<file path="src/ppf_pkg.sv">
// package for the programmable pin function block: modes, limits, register map
// assumes a 50 MHz system clock and a 32-bit avalon-mm register port
package ppf_pkg;

    // ------------------------------------------------------------
    // function selector
    // ------------------------------------------------------------
    typedef enum logic [1:0] {
        PPF_FN_NONE  = 2'h0,
        PPF_FN_POSAV = 2'h1,
        PPF_FN_RADAR = 2'h2
    } ppf_fn_t;

    // ------------------------------------------------------------
    // timing and limits
    // ------------------------------------------------------------
    localparam int unsigned CLK_HZ            = 50_000_000;
    localparam logic [11:0] TIMEOUT_MIN       = 12'h001;
    localparam logic [11:0] TIMEOUT_MAX       = 12'hE10;
    localparam logic [11:0] TIMEOUT_RESET     = 12'h001;
    localparam logic [3:0]  RESET_MODE_A      = 4'h0;
    localparam logic [3:0]  RESET_MODE_B      = 4'h5;
    localparam logic [11:0] RADAR_ARG_ON      = 12'h001;
    // ground speed unit: 0.01 km/hr; 0.8 km/hr .. 322 km/hr
    localparam logic [15:0] SPEED_MIN         = 16'h0050;
    localparam logic [15:0] SPEED_MAX         = 16'h7DC8;
    // f[Hz] = speed[0.01 km/hr] * 94 / 360 ; half period = clk / (2 f)
    // half period cycles = CLK_HZ * 360 / (2 * 94 * speed)
    localparam int unsigned HZ_PER_MPS        = 94;
    localparam logic [31:0] HALF_NUM          =
        32'((64'(CLK_HZ) * 64'd360) / (64'd2 * 64'(HZ_PER_MPS)));

    // ------------------------------------------------------------
    // register map (word offsets in bytes)
    // ------------------------------------------------------------
    localparam logic [3:0]  REG_CONFIG        = 4'h0;
    localparam logic [3:0]  REG_EVENT         = 4'h4;
    localparam logic [3:0]  REG_STATUS        = 4'h8;
    localparam int unsigned CFG_INDEX_LSB     = 28;
    localparam int unsigned CFG_FN_LSB        = 16;
    localparam int unsigned EVT_RESET_MODE_LSB = 0;
    localparam int unsigned EVT_INIT_BIT      = 4;
    localparam int unsigned EVT_CFG_BIT       = 5;
    localparam int unsigned EVT_RESTART_BIT   = 6;

    typedef struct packed {
        logic        pos_valid;
        logic [15:0] speed;
    } ppf_nav_t;

endpackage

</file>
<file path="src/ppf_sync.sv">
// three-stage synchroniser with agreement filter for a pin-level input
// assumes only that clk_sys is running
`timescale 1ns/10ps
module ppf_sync (
    input  wire logic clk_sys,
    input  wire logic reset,
    input  wire logic din,
    output logic      dout
);
    logic st1;
    logic st2;
    logic st3;

    always_ff @(posedge clk_sys or posedge reset) begin
        if (reset) begin
            st1 <= 1'b0;
            st2 <= 1'b0;
            st3 <= 1'b0;
        end else begin
            st1 <= din;
            st2 <= st1;
            st3 <= st2;
        end
    end

    // a change counts only once stages two and three agree
    always_ff @(posedge clk_sys or posedge reset) begin
        if (reset) begin
            dout <= 1'b0;
        end else if (st2 == st3) begin
            dout <= st3;
        end
    end
endmodule

</file>
<file path="src/ppf_divider.sv">
// sequential unsigned divider, one quotient bit per clock
// assumes start is only raised while busy is low
`timescale 1ns/10ps
module ppf_divider (
    input  wire logic        clk_sys,
    input  wire logic        reset,
    input  wire logic        start,
    input  wire logic [31:0] dividend,
    input  wire logic [15:0] divisor,
    output logic             busy,
    output logic             done,
    output logic [31:0]      quotient
);
    logic [31:0] num;
    logic [16:0] rem;
    logic [5:0]  count;
    logic [16:0] trial;
    logic [15:0] dvs;

    // divisor is latched at start: the speed input may move while a division runs
    always_comb begin
        trial = {rem[15:0], num[31]} - {1'b0, dvs};
    end

    always_ff @(posedge clk_sys or posedge reset) begin
        if (reset) begin
            num      <= 32'h0000_0000;
            dvs      <= 16'h0000;
            rem      <= 17'h0_0000;
            count    <= 6'h00;
            busy     <= 1'b0;
            done     <= 1'b0;
            quotient <= 32'h0000_0000;
        end else begin
            done <= 1'b0;
            if (start && !busy) begin
                num   <= dividend;
                dvs   <= divisor;
                rem   <= 17'h0_0000;
                count <= 6'h20;
                busy  <= 1'b1;
            end else if (busy) begin
                if (!trial[16]) begin
                    rem <= trial;
                    num <= {num[30:0], 1'b1};
                end else begin
                    rem <= {rem[15:0], num[31]};
                    num <= {num[30:0], 1'b0};
                end
                count <= count - 6'h01;
                if (count == 6'h01) begin
                    busy     <= 1'b0;
                    done     <= 1'b1;
                    quotient <= !trial[16] ? {num[30:0], 1'b1} : {num[30:0], 1'b0};
                end
            end
        end
    end
endmodule

</file>
<file path="src/ppf_pin.sv">
// programmable pin function: drives one output pin as position-available flag or radar pulse
// assumes nav inputs on clk_sys, a one-cycle second tick, avalon-mm master on clk_sys
//
// What this block does
// - a configuration is accepted only when its pin index is zero.
// - the function is none, position-available or radar pulse, none after reset.
// - the position-available argument is a timeout of 1 to 3600 seconds.
// - the pin is high whenever the selected function does not call for low or pulses.
// - selecting position-available drives the pin low at once if no position exists yet.
// - in position-available mode the pin goes low once positions miss longer than the timeout.
// - in position-available mode init modes 0 or 5 and post-restart configuration drive low.
// - in position-available mode the pin returns high as soon as positions resume.
// - in radar mode with speed from 0.8 to 322 km/hr a 50 percent square wave is output.
// - in radar mode the pulse frequency is 94 Hz per metre per second of ground speed.
// - in radar mode with speed out of range the pin stays high.
//
// Implementation choices: the placing of the registers and the Avalon-MM slave port.
`timescale 1ns/10ps
module ppf_pin
    import ppf_pkg::*;
(
    input  wire logic        clk_sys,
    input  wire logic        reset,
    input  wire logic [3:0]  avs_address,
    input  wire logic        avs_read,
    input  wire logic        avs_write,
    input  wire logic [31:0] avs_writedata,
    input  wire logic [3:0]  avs_byteenable,
    output logic [31:0]      avs_readdata,
    output logic             avs_waitrequest,
    input  wire ppf_nav_t    nav,
    input  wire logic        second_tick,
    input  wire logic        restart_pin,
    output logic             programmable_output_pin
);

    // ------------------------------------------------------------
    // register bus
    // ------------------------------------------------------------
    logic        ack;
    logic        wr_cfg;
    logic        wr_evt;
    logic        cfg_reject;
    ppf_fn_t     function_select;
    logic [11:0] function_argument;
    logic [1:0]  req_fn;
    logic [11:0] req_arg;
    logic [3:0]  req_index;
    logic        req_ok;
    logic        pos_low;
    logic        pos_seen;
    logic [11:0] missing_count;

    // one wait cycle per access; writes land at the edge that sees waitrequest low
    assign avs_waitrequest = (avs_read || avs_write) && !ack;
    assign wr_cfg = avs_write && ack && (avs_address == REG_CONFIG) && (&avs_byteenable);
    assign wr_evt = avs_write && ack && (avs_address == REG_EVENT) && avs_byteenable[0];

    always_ff @(posedge clk_sys or posedge reset) begin
        if (reset) begin
            ack <= 1'b0;
        end else begin
            ack <= (avs_read || avs_write) && !ack;
        end
    end

    always_comb begin
        req_index = avs_writedata[CFG_INDEX_LSB +: 4];
        req_fn    = avs_writedata[CFG_FN_LSB +: 2];
        req_arg   = avs_writedata[11:0];
        req_ok    = 1'b0;
        if (req_index == 4'h0) begin
            case (req_fn)
                PPF_FN_NONE:  req_ok = (req_arg == 12'h000);
                PPF_FN_POSAV: req_ok = (req_arg >= TIMEOUT_MIN) && (req_arg <= TIMEOUT_MAX);
                PPF_FN_RADAR: req_ok = (req_arg == RADAR_ARG_ON);
                default:      req_ok = 1'b0;
            endcase
        end
    end

    always_ff @(posedge clk_sys or posedge reset) begin
        if (reset) begin
            function_select   <= PPF_FN_NONE;
            function_argument <= 12'h000;
            cfg_reject        <= 1'b0;
        end else if (wr_cfg) begin
            cfg_reject <= !req_ok;
            if (req_ok) begin
                function_select   <= ppf_fn_t'(req_fn);
                function_argument <= req_arg;
            end
        end
    end

    always_ff @(posedge clk_sys or posedge reset) begin
        if (reset) begin
            avs_readdata <= 32'h0000_0000;
        end else if (avs_read && !ack) begin
            case (avs_address)
                REG_CONFIG: avs_readdata <= {14'h0000, function_select, 4'h0, function_argument};
                REG_STATUS: avs_readdata <= {12'h000, missing_count, 4'h0,
                                             pos_seen, cfg_reject, pos_low,
                                             programmable_output_pin};
                default:    avs_readdata <= 32'h0000_0000;
            endcase
        end
    end

    // ------------------------------------------------------------
    // position-available function
    // ------------------------------------------------------------
    logic        restart_sync;
    logic        restart_q;
    logic        after_restart;
    logic        select_posav;
    logic        init_event;
    logic        cfg_event;

    ppf_sync u_restart_sync (
        .clk_sys (clk_sys),
        .reset   (reset),
        .din     (restart_pin),
        .dout    (restart_sync)
    );

    assign select_posav = wr_cfg && req_ok && (req_fn == PPF_FN_POSAV);
    assign init_event = wr_evt && avs_writedata[EVT_INIT_BIT]
                        && ((avs_writedata[EVT_RESET_MODE_LSB +: 4] == RESET_MODE_A)
                         || (avs_writedata[EVT_RESET_MODE_LSB +: 4] == RESET_MODE_B));
    assign cfg_event  = wr_evt && avs_writedata[EVT_CFG_BIT] && after_restart;

    // a restart is held until the first rate and constellation configuration after it
    always_ff @(posedge clk_sys or posedge reset) begin
        if (reset) begin
            restart_q     <= 1'b0;
            after_restart <= 1'b1;
        end else begin
            restart_q <= restart_sync;
            if ((restart_sync && !restart_q)
                || (wr_evt && avs_writedata[EVT_RESTART_BIT])) begin
                after_restart <= 1'b1;
            end else if (cfg_event) begin
                after_restart <= 1'b0;
            end
        end
    end

    always_ff @(posedge clk_sys or posedge reset) begin
        if (reset) begin
            pos_seen <= 1'b0;
        end else if (nav.pos_valid) begin
            pos_seen <= 1'b1;
        end else if (init_event || cfg_event) begin
            pos_seen <= 1'b0;
        end
    end

    // a position strobe outranks a tick in the same cycle
    always_ff @(posedge clk_sys or posedge reset) begin
        if (reset) begin
            missing_count <= 12'h000;
        end else if (nav.pos_valid || select_posav) begin
            missing_count <= 12'h000;
        end else if (second_tick && (missing_count != 12'hFFF)) begin
            missing_count <= missing_count + 12'h001;
        end
    end

    // the valid strobe wins over every low cause in the same cycle
    always_ff @(posedge clk_sys or posedge reset) begin
        if (reset) begin
            pos_low <= 1'b0;
        end else if (nav.pos_valid) begin
            pos_low <= 1'b0;
        end else if (select_posav && !pos_seen) begin
            pos_low <= 1'b1;
        end else if (init_event || cfg_event) begin
            pos_low <= 1'b1;
        end else if ((function_select == PPF_FN_POSAV) && (missing_count > function_argument)) begin
            pos_low <= 1'b1;
        end
    end

    // ------------------------------------------------------------
    // radar pulse function
    // ------------------------------------------------------------
    logic        speed_ok;
    logic        div_start;
    logic        div_busy;
    logic        div_done;
    logic [31:0] div_quot;
    logic [31:0] half_pending;
    logic [31:0] half_period;
    logic [31:0] half_count;
    logic        pulse;
    logic        pulse_run;

    assign speed_ok  = (nav.speed >= SPEED_MIN) && (nav.speed <= SPEED_MAX);
    assign div_start = !div_busy && speed_ok;

    // half period = 50 MHz * 360 / (2 * 94 * speed in 0.01 km/hr)
    ppf_divider u_divider (
        .clk_sys  (clk_sys),
        .reset    (reset),
        .start    (div_start),
        .dividend (HALF_NUM),
        .divisor  (nav.speed),
        .busy     (div_busy),
        .done     (div_done),
        .quotient (div_quot)
    );

    always_ff @(posedge clk_sys or posedge reset) begin
        if (reset) begin
            half_pending <= 32'h0000_0001;
        end else if (div_done) begin
            half_pending <= (div_quot == 32'h0000_0000) ? 32'h0000_0001 : div_quot;
        end
    end

    // the new half period is taken only at the end of a full period, so no runt pulse
    always_ff @(posedge clk_sys or posedge reset) begin
        if (reset) begin
            half_period <= 32'h0000_0001;
            half_count  <= 32'h0000_0000;
            pulse       <= 1'b1;
            pulse_run   <= 1'b0;
        end else if (!(function_select == PPF_FN_RADAR) || !speed_ok) begin
            pulse       <= 1'b1;
            pulse_run   <= 1'b0;
            half_count  <= 32'h0000_0000;
            half_period <= half_pending;
        end else if (!pulse_run) begin
            pulse_run   <= div_done;
            half_period <= div_done ? div_quot : half_period;
            half_count  <= 32'h0000_0000;
        end else if (half_count + 32'h0000_0001 >= half_period) begin
            half_count <= 32'h0000_0000;
            pulse      <= !pulse;
            if (!pulse) begin
                half_period <= half_pending;
            end
        end else begin
            half_count <= half_count + 32'h0000_0001;
        end
    end

    // ------------------------------------------------------------
    // pin drive
    // ------------------------------------------------------------
    always_ff @(posedge clk_sys or posedge reset) begin
        if (reset) begin
            programmable_output_pin <= 1'b1;
        end else begin
            case (function_select)
                PPF_FN_POSAV: programmable_output_pin <= !pos_low;
                PPF_FN_RADAR: programmable_output_pin <= pulse;
                default:      programmable_output_pin <= 1'b1;
            endcase
        end
    end
endmodule

</file>
<file path="config.mk">
export PLATFORM = sky130hd
export DESIGN_NAME = ppf_pin
export DESIGN_NICKNAME = d
export VERILOG_FILES = /design/src/ppf_pkg.sv /design/src/ppf_sync.sv /design/src/ppf_divider.sv /design/src/ppf_pin.sv
export SDC_FILE = /design/constraint.sdc
export NUM_CORES = 1
export LEC_CHECK = 0
export BUFFER_PORTS_ARGS = -buffer_cell sky130_fd_sc_hd__buf_2
export CAP_MARGIN = 15
export CORE_ASPECT_RATIO = 0.75
export CORE_MARGIN = 4
export CORE_UTILIZATION = 40
export CTS_BUF_LIST = sky130_fd_sc_hd__clkbuf_8
export DETAILED_ROUTE_END_ITERATION = 16
export PLACE_DENSITY_LB_ADDON = 0.25
export REMOVE_ABC_BUFFERS = 1
export SLEW_MARGIN = 10
export SYNTH_ARGS = -nofsm -noshare
export SYNTH_HDL_FRONTEND = slang
export SYNTH_SLANG_ARGS = --single-unit
</file>
<file path="constraint.sdc">
create_clock -name clk_sys -period 9.1 [get_ports clk_sys]
set_clock_uncertainty 0.1 [all_clocks]
set_input_delay 0 -clock clk_sys [delete_from_list [all_inputs] [get_ports clk_sys]]
set_output_delay 0 -clock clk_sys [all_outputs]
set_load 0.01 [all_outputs]
</file>
==> run_summary.xml, run 1 <==
<?xml version="1.0" encoding="UTF-8"?>
<metrics>
  <group name="placement">
    <metric name="placement.io_buffers" unit="">70</metric>
    <metric name="detailedPlace.worstSlack" unit="ns">4.38</metric>
    <metric name="post_dp_cell_area" unit="mm2">0.0138</metric>
    <metric name="routabilityCongestion" unit="">0.837</metric>
    <metric name="detailed_place_hpwl" unit="um">18900</metric>
  </group>
  <group name="clocking">
    <metric name="postCtsSetupBuffers" unit="">0</metric>
    <metric name="longest_clk_path_bufs" unit="">3</metric>
    <metric name="worstSkewPairLatency" unit="ns">0.57</metric>
    <metric name="cts_sinks" unit="">259</metric>
    <metric name="ctsRootBufferMaster" unit="">clkbuf_8</metric>
    <metric name="post_cts_resize_count" unit="">0</metric>
    <metric name="tritoncts.num_buffers" unit="">43</metric>
    <metric name="clkTransAtPathRegs" unit="ns">0.06</metric>
    <metric name="cts_htree_levels" unit="">2</metric>
    <metric name="cts_tree" unit="">built</metric>
    <metric name="cts.hold.buffers_added" unit="">52</metric>
  </group>
  <group name="drt">
    <metric name="routed_wire_length_per_instance" unit="um">15.0</metric>
    <metric name="routed_wl" unit="um">28000</metric>
    <metric name="drtIter0Drc" unit="">492</metric>
    <metric name="vias_per_cell" unit="">5.10</metric>
    <metric name="number_of_remaining_drc_errors" unit="">0</metric>
    <metric name="ant_nets" unit="">0</metric>
    <metric name="dr_vias" unit="">9503</metric>
    <metric name="number_of_iterations_in_the_first_detailed_routing_pass" unit="">4</metric>
  </group>
  <group name="floorplanning">
    <metric name="pin_count" unit="">97</metric>
    <metric name="chipWidth" unit="um">216</metric>
    <metric name="floorplan.initialDensity" unit="">0.412</metric>
    <metric name="floorplan.die.height" unit="um">164</metric>
    <metric name="dieArea" unit="mm2">0.0356</metric>
    <metric name="core_region_area" unit="mm2">0.0317</metric>
    <metric name="fp-row-count" unit="">56</metric>
  </group>
  <group name="pwr">
    <metric name="powerDensity" unit="mW/mm2">286</metric>
    <metric name="power.leakage" unit="nW">7.05</metric>
    <metric name="total_power" unit="mW">4.35</metric>
    <metric name="irDropWorstVdd" unit="mV">0.254</metric>
  </group>
  <group name="synthesis">
    <metric name="syn-cell-area" unit="mm2">0.0130</metric>
    <metric name="top_flip_flop_cell_by_instance_count_after_synthesis" unit="">dfrtp_1</metric>
    <metric name="ys_ff_latch" unit="">259</metric>
    <metric name="async_reset_ff_frac" unit="">1.00</metric>
    <metric name="syn-instance-count" unit="">1269</metric>
    <metric name="yosysWarningCount" unit="">0</metric>
    <metric name="synth_seq_area_share" unit="">0.497</metric>
    <metric name="post_synth_edffs" unit="">0</metric>
    <metric name="synth_cell_type_count" unit="">71</metric>
    <metric name="synth_area_per_cell" unit="um2">10.3</metric>
  </group>
  <group name="setup_path">
    <metric name="timing.reg2reg.setup_slack" unit="ns">4.77</metric>
    <metric name="worst_r2r_path_depth" unit="">14</metric>
    <metric name="r2r-end" unit="">half_count[22]$_DFF_PP0_</metric>
    <metric name="timing.critical_path.to" unit="">half_count[22]$_DFF_PP0_</metric>
    <metric name="worst-endpoint-arrival" unit="ns">4.65</metric>
    <metric name="worst_ep_required_time" unit="ns">9.41</metric>
    <metric name="setup.worst_path.start_class" unit="">flip-flop</metric>
    <metric name="critical_path_end_type" unit="">flip-flop</metric>
    <metric name="setup.worst_path.class" unit="">reg2reg</metric>
    <metric name="worst_setup_path_startpoint" unit="">half_count[9]$_DFF_PP0_</metric>
    <metric name="timing.critical_path.fanout_max" unit="">25</metric>
    <metric name="rr_startpoint" unit="">half_count[9]$_DFF_PP0_</metric>
  </group>
  <group name="global_routing">
    <metric name="wire_length_of_the_first_global_routing_pass" unit="um">48000</metric>
    <metric name="gr_overflow_total" unit="">0</metric>
    <metric name="grt_antenna_before_repair" unit="">0</metric>
    <metric name="maximum_number_of_pins_on_one_net_before_global_route_repair" unit="">100</metric>
    <metric name="globalRouteTotalUtil" unit="">0.161</metric>
    <metric name="first_global_vias" unit="">9553</metric>
  </group>
  <group name="sta">
    <metric name="final-setup-viol-count" unit="">0</metric>
    <metric name="timing_hold_violations_final" unit="">0</metric>
    <metric name="fin_setup_tns" unit="ns">0</metric>
    <metric name="timing.final.crit_share" unit="">0.476</metric>
    <metric name="post-route-worst-setup-slack" unit="ns">4.77</metric>
    <metric name="slew-limit-headroom" unit="">0.238</metric>
    <metric name="achievable-frequency" unit="GHz">0.231</metric>
    <metric name="rsz0062_at_grt" unit="">no</metric>
    <metric name="timing.final.max_slew_violations" unit="">0</metric>
    <metric name="worst-slew-pin-transition" unit="ns">1.14</metric>
    <metric name="post-route-min-period" unit="ns">4.33</metric>
  </group>
  <group name="layout">
    <metric name="finalNetCount" unit="">1529</metric>
    <metric name="diodes" unit="">0</metric>
    <metric name="final_cell_mix" unit="">dfrtp_1 (254), nand2_1 (207), inv_1 (87)</metric>
    <metric name="synthToLayoutAreaGrowth" unit="%">16.4</metric>
    <metric name="layout_commonest_cell" unit="">dfrtp_1</metric>
    <metric name="finalInstanceArea" unit="mm2">0.0152</metric>
    <metric name="fillers" unit="">3000</metric>
    <metric name="share_of_post_route_cells_with_drive_strength_above_1" unit="">0.158</metric>
  </group>
  <group name="run">
    <metric name="maxCapViolCount" unit="">0</metric>
  </group>
  <group name="status">
    <metric name="run_status" unit="">completed</metric>
  </group>
  <group name="min_path">
    <metric name="hold_path.class" unit="">in2async</metric>
  </group>
</metrics>
layout make-up:
type	count	area [um2]	area share
Clock buffer	51	702	0.0462
Clock inverter	23	144	0.00948
Inverter	76	293	0.0193
Multi-Input combinational cell	883	6020	0.396
Sequential cell	259	6490	0.427
Tap cell	435	544	0.0358
Timing Repair Buffer	136	996	0.0656
registers in the layout, indices dropped and copies added (netlist names), 2 cells and up:
signal              flops
avs_readdata           20
function_argument      12
function_select         2
half_count             32
half_pending           32
half_period            32
missing_count          12
u_divider.count         6
u_divider.dvs          16
u_divider.num          32
u_divider.quotient     32
u_divider.rem          16
kinds of logic (layout without fill, tap and decap cells):
| family | after synthesis | count (layout) | share of synthesized area |
|---|---|---|---|
| simple gates | 417 | 417 | 0.151 |
| flops | 259 | 259 | 0.497 |
| compound gates | 224 | 224 | 0.114 |
| buf+inv | 138 | 286 | 0.0470 |
| mux | 106 | 106 | 0.0871 |
| fa+ha+maj | 68 | 68 | 0.0656 |
| xor+xnor | 56 | 56 | 0.0376 |
| other cells | 1 | 12 | 0.000288 |
power breakdown:
group | total, mW | switching, mW | leakage [nW] | internal, mW
sequential | 1.75 | 0.261 | 3.40 | 1.49
combinational | 1.59 | 0.835 | 3.17 | 0.752
clock | 1.01 | 0.467 | 0.481 | 0.540
cells in the mapped netlist, drive strengths merged (17+ instances only):
master | n | area [um2]
dfrtp | 254 | 6360
nand2 | 208 | 788
o21ai | 80 | 400
inv | 75 | 282
ha | 66 | 826
mux2 | 60 | 676
nor2 | 57 | 216
mux2i | 46 | 460
nor2b | 36 | 225
a21oi | 32 | 160
clkbuf | 32 | 120
buf | 30 | 208
xnor2 | 29 | 254
nand3 | 28 | 140
xor2 | 27 | 236
a22o | 18 | 158
nor4 | 17 | 121
critical path: stages, from the launching register on:
cell and delay (ns):
dfrtp_1 0.39, and3_1 0.18, and3_1 0.33, nand4_1 0.14, nor2_1 0.32, and3_1 0.24
xor2_1 0.09, ha_1 0.30, nand3_1 0.12, nor4_1 0.63, o221ai_1 0.27, nand4b_1 0.35
or3_1 0.40, buf_8 0.25, nor2b_1 0.07
worst min path at each step:
stage                     slack, ns  cells past startpoint                           end
after floorplan               -0.07                      0  u_restart_sync.st1$_DFF_PP0_
after global placement         0.01                      1  u_restart_sync.st1$_DFF_PP0_
after detailed placement       0.01                      1  u_restart_sync.st1$_DFF_PP0_
after CTS                      0.04                      3  u_divider.dvs[3]$_DFFE_PP0P_
after global routing           0.09                      3  u_divider.dvs[2]$_DFFE_PP0P_
final                          0.03                      3  half_pending[27]$_DFFE_PP0P_
through the flow:
stage                     hold slack (ns)  cells   util
after floorplan                   -0.0686   1218      -
after global placement             0.0113   1735  0.435
after detailed placement          0.00984   1735  0.435
after CTS                          0.0387   1861  0.478
after global routing               0.0890   1863  0.479
final                              0.0304   1863  0.479
routing by layer:
metal | track usage | vias to the layer above | share of wire
met3 | 0.0318 | 44 | 0.037
met4 | 0.0439 | 0 | 0.017
met2 | 0.246 | 154 | 0.43
li1 | - | 4641 | -
met5 | 0 | - | 0
met1 | 0.236 | 4664 | 0.51
Note: power is estimated with default switching activity, not from simulation.
==> run 2, diff against run 1 <==
==> constraint.sdc (replaced) <==
create_clock -name clk_sys -period 4.2 [get_ports clk_sys]
set_clock_uncertainty 0.1 [all_clocks]
set_input_delay 0 -clock clk_sys [delete_from_list [all_inputs] [get_ports clk_sys]]
set_output_delay 0 -clock clk_sys [all_outputs]
set_load 0.01 [all_outputs]
==> run_summary.xml, run 2 (synthesis results as in run 1) <==
<?xml version="1.0" encoding="UTF-8"?>
<metrics>
  <group name="floorplanning">
    <metric name="dieArea" unit="mm2">0.0356</metric>
    <metric name="floorplan.die.height" unit="um">164</metric>
    <metric name="pin_count" unit="">97</metric>
    <metric name="fp-row-count" unit="">56</metric>
    <metric name="floorplan.initialDensity" unit="">0.412</metric>
    <metric name="chipWidth" unit="um">216</metric>
    <metric name="core_region_area" unit="mm2">0.0317</metric>
  </group>
  <group name="clocking">
    <metric name="cts_sinks" unit="">259</metric>
    <metric name="postCtsSetupBuffers" unit="">0</metric>
    <metric name="worstSkewPairLatency" unit="ns">0.57</metric>
    <metric name="tritoncts.num_buffers" unit="">44</metric>
    <metric name="ctsRootBufferMaster" unit="">clkbuf_8</metric>
    <metric name="cts_htree_levels" unit="">2</metric>
    <metric name="clkTransAtPathRegs" unit="ns">0.06</metric>
    <metric name="longest_clk_path_bufs" unit="">3</metric>
    <metric name="cts_tree" unit="">built</metric>
  </group>
  <group name="placement">
    <metric name="post_dp_cell_area" unit="mm2">0.0139</metric>
    <metric name="routabilityCongestion" unit="">0.856</metric>
    <metric name="post-place-cells" unit="">1745</metric>
    <metric name="detailed_place_hpwl" unit="um">19300</metric>
    <metric name="placement.io_buffers" unit="">70</metric>
  </group>
  <group name="layout">
    <metric name="final_cell_mix" unit="">dfrtp_1 (254), nand2_1 (207), inv_1 (83)</metric>
    <metric name="finalNetCount" unit="">1538</metric>
    <metric name="layout_commonest_cell" unit="">dfrtp_1</metric>
    <metric name="post_layout_nonfiller_instances" unit="">1873</metric>
    <metric name="share_of_post_route_cells_with_drive_strength_above_1" unit="">0.168</metric>
    <metric name="diodes" unit="">0</metric>
    <metric name="fillers" unit="">3002</metric>
    <metric name="finalInstanceArea" unit="mm2">0.0153</metric>
    <metric name="synthToLayoutAreaGrowth" unit="%">17.6</metric>
  </group>
  <group name="global_routing">
    <metric name="grt_antenna_before_repair" unit="">0</metric>
    <metric name="gr_overflow_total" unit="">0</metric>
    <metric name="globalRouteTotalUtil" unit="">0.166</metric>
    <metric name="maximum_number_of_pins_on_one_net_before_global_route_repair" unit="">129</metric>
    <metric name="wire_length_of_the_first_global_routing_pass" unit="um">49200</metric>
    <metric name="first_global_vias" unit="">9691</metric>
  </group>
  <group name="setup_path">
    <metric name="worst-endpoint-arrival" unit="ns">4.19</metric>
    <metric name="critPathMaxStageDelay" unit="ns">0.42</metric>
    <metric name="worst_ep_required_time" unit="ns">4.52</metric>
    <metric name="setup.worst_path.start_class" unit="">flip-flop</metric>
    <metric name="setup.worst_path.class" unit="">reg2reg</metric>
    <metric name="critical_path_end_type" unit="">flip-flop</metric>
    <metric name="slowest_cell_on_the_critical_path" unit="">dfrtp_1</metric>
    <metric name="critical_path.top_delay_family" unit="">simple AND/OR/NAND/NOR gates</metric>
    <metric name="timing.critical_path.fanout_max" unit="">32</metric>
    <metric name="timing.critical_path.buf_inv" unit="">3</metric>
    <metric name="worstPathCellList" unit="">and4_1, and3_1, nand4_1, nor2_1, and4_1, xor2_1, ha_1, nand4_1, nor4_1, buf_4, o221ai_1, nand4b_1, buf_4, o32ai_4, clkbuf_16, o21ai_0</metric>
  </group>
  <group name="sta">
    <metric name="achievable-frequency" unit="GHz">0.259</metric>
    <metric name="timing.final.crit_share" unit="">0.921</metric>
    <metric name="fin_setup_tns" unit="ns">0</metric>
    <metric name="rsz0062_at_grt" unit="">no</metric>
    <metric name="worst-slew-pin-transition" unit="ns">0.937</metric>
    <metric name="fin_worst_hold_slack" unit="ns">0.110</metric>
    <metric name="timing.final.max_slew_violations" unit="">0</metric>
    <metric name="timing_hold_violations_final" unit="">0</metric>
    <metric name="slew-limit-headroom" unit="">0.376</metric>
    <metric name="post-route-min-period" unit="ns">3.87</metric>
    <metric name="final-setup-viol-count" unit="">0</metric>
  </group>
  <group name="run">
    <metric name="maxCapViolCount" unit="">0</metric>
  </group>
  <group name="drt">
    <metric name="number_of_iterations_in_the_first_detailed_routing_pass" unit="">5</metric>
    <metric name="dr_vias" unit="">9452</metric>
    <metric name="routed_wl" unit="um">28600</metric>
    <metric name="drtIter0Drc" unit="">563</metric>
    <metric name="number_of_remaining_drc_errors" unit="">0</metric>
    <metric name="routed_wire_length_per_instance" unit="um">15.3</metric>
    <metric name="vias_per_cell" unit="">5.05</metric>
    <metric name="ant_nets" unit="">0</metric>
  </group>
  <group name="pwr">
    <metric name="power.leakage" unit="nW">7.12</metric>
    <metric name="irDropWorstVdd" unit="mV">0.600</metric>
    <metric name="total_power" unit="mW">9.63</metric>
    <metric name="powerDensity" unit="mW/mm2">628</metric>
  </group>
  <group name="min_path">
    <metric name="hold_path.class" unit="">in2async</metric>
  </group>
  <group name="status">
    <metric name="run_status" unit="">completed</metric>
  </group>
</metrics>
run 2: metal layers:
metal	global-route usage	part of all wire	up-vias
li1	-	-	4663
met1	0.247	0.52	4583
met2	0.246	0.42	160
met3	0.0364	0.042	46
met4	0.0430	0.018	0
met5	0	0	-
run 2: path summary, 6_finish.rpt:
check,startpoint,endpoint,slack [ns],cells after the start
hold reg to reg,u_restart_sync.st1$_DFF_PP0_,u_restart_sync.st2$_DFF_PP0_,0.25,0
max in group asynchronous,reset,after_restart$_DFFE_PP1P_,2.84,4
hold / removal,reset,u_divider.num[24]$_DFFE_PP0P_,0.11,3
min in group clk_sys,avs_address[0],function_select[0]$_DFFE_PP0N_,0.13,7
setup / recovery,half_count[14]$_DFF_PP0_,half_period[20]$_DFFE_PP0P_,0.33,16
setup reg to reg,half_count[14]$_DFF_PP0_,half_period[20]$_DFFE_PP0P_,0.33,16
run 2: layout make-up:
type | count | area [um2] | area share
well taps | 435 | 544 | 0.0355
clock inverters | 20 | 136 | 0.00890
clock buffers | 56 | 771 | 0.0503
multi-input cells | 883 | 6020 | 0.393
inverters | 76 | 293 | 0.0191
flip-flops and latches | 259 | 6490 | 0.423
repair buffers | 144 | 1080 | 0.0702
run 2: worst reg2reg max path, stage by stage (launching register included):
cell       delay, ns
dfrtp_1         0.42
and4_1          0.26
and3_1          0.22
nand4_1         0.11
nor2_1          0.34
and4_1          0.27
xor2_1          0.22
ha_1            0.27
nand4_1         0.13
nor4_1          0.08
buf_4           0.15
o221ai_1        0.08
nand4b_1        0.14
buf_4           0.19
o32ai_4         0.38
clkbuf_16       0.28
o21ai_0         0.10
run 2: through the flow:
step	worst slack, ns	util
after global routing	0.0330	0.484
after floorplan	-3.02	-
after detailed placement	0.367	0.438
after CTS	0.346	0.483
final	0.333	0.484
after global placement	0.419	0.438
run 2: timing repair:
action,4_1_cts,5_1_grt
setup endpoints to repair,0,13
endpoints found under the hold margin,193,0
hold buffers,51,0
resized for setup,0,1
run 2: report_power, final:
part / switching, mW / leakage (nW) / total [mW] / internal, mW
logic: 1.81 / 3.22 / 3.52 / 1.71
registers: 0.554 / 3.40 / 3.78 / 3.23
clock network: 1.05 / 0.501 / 2.32 / 1.27
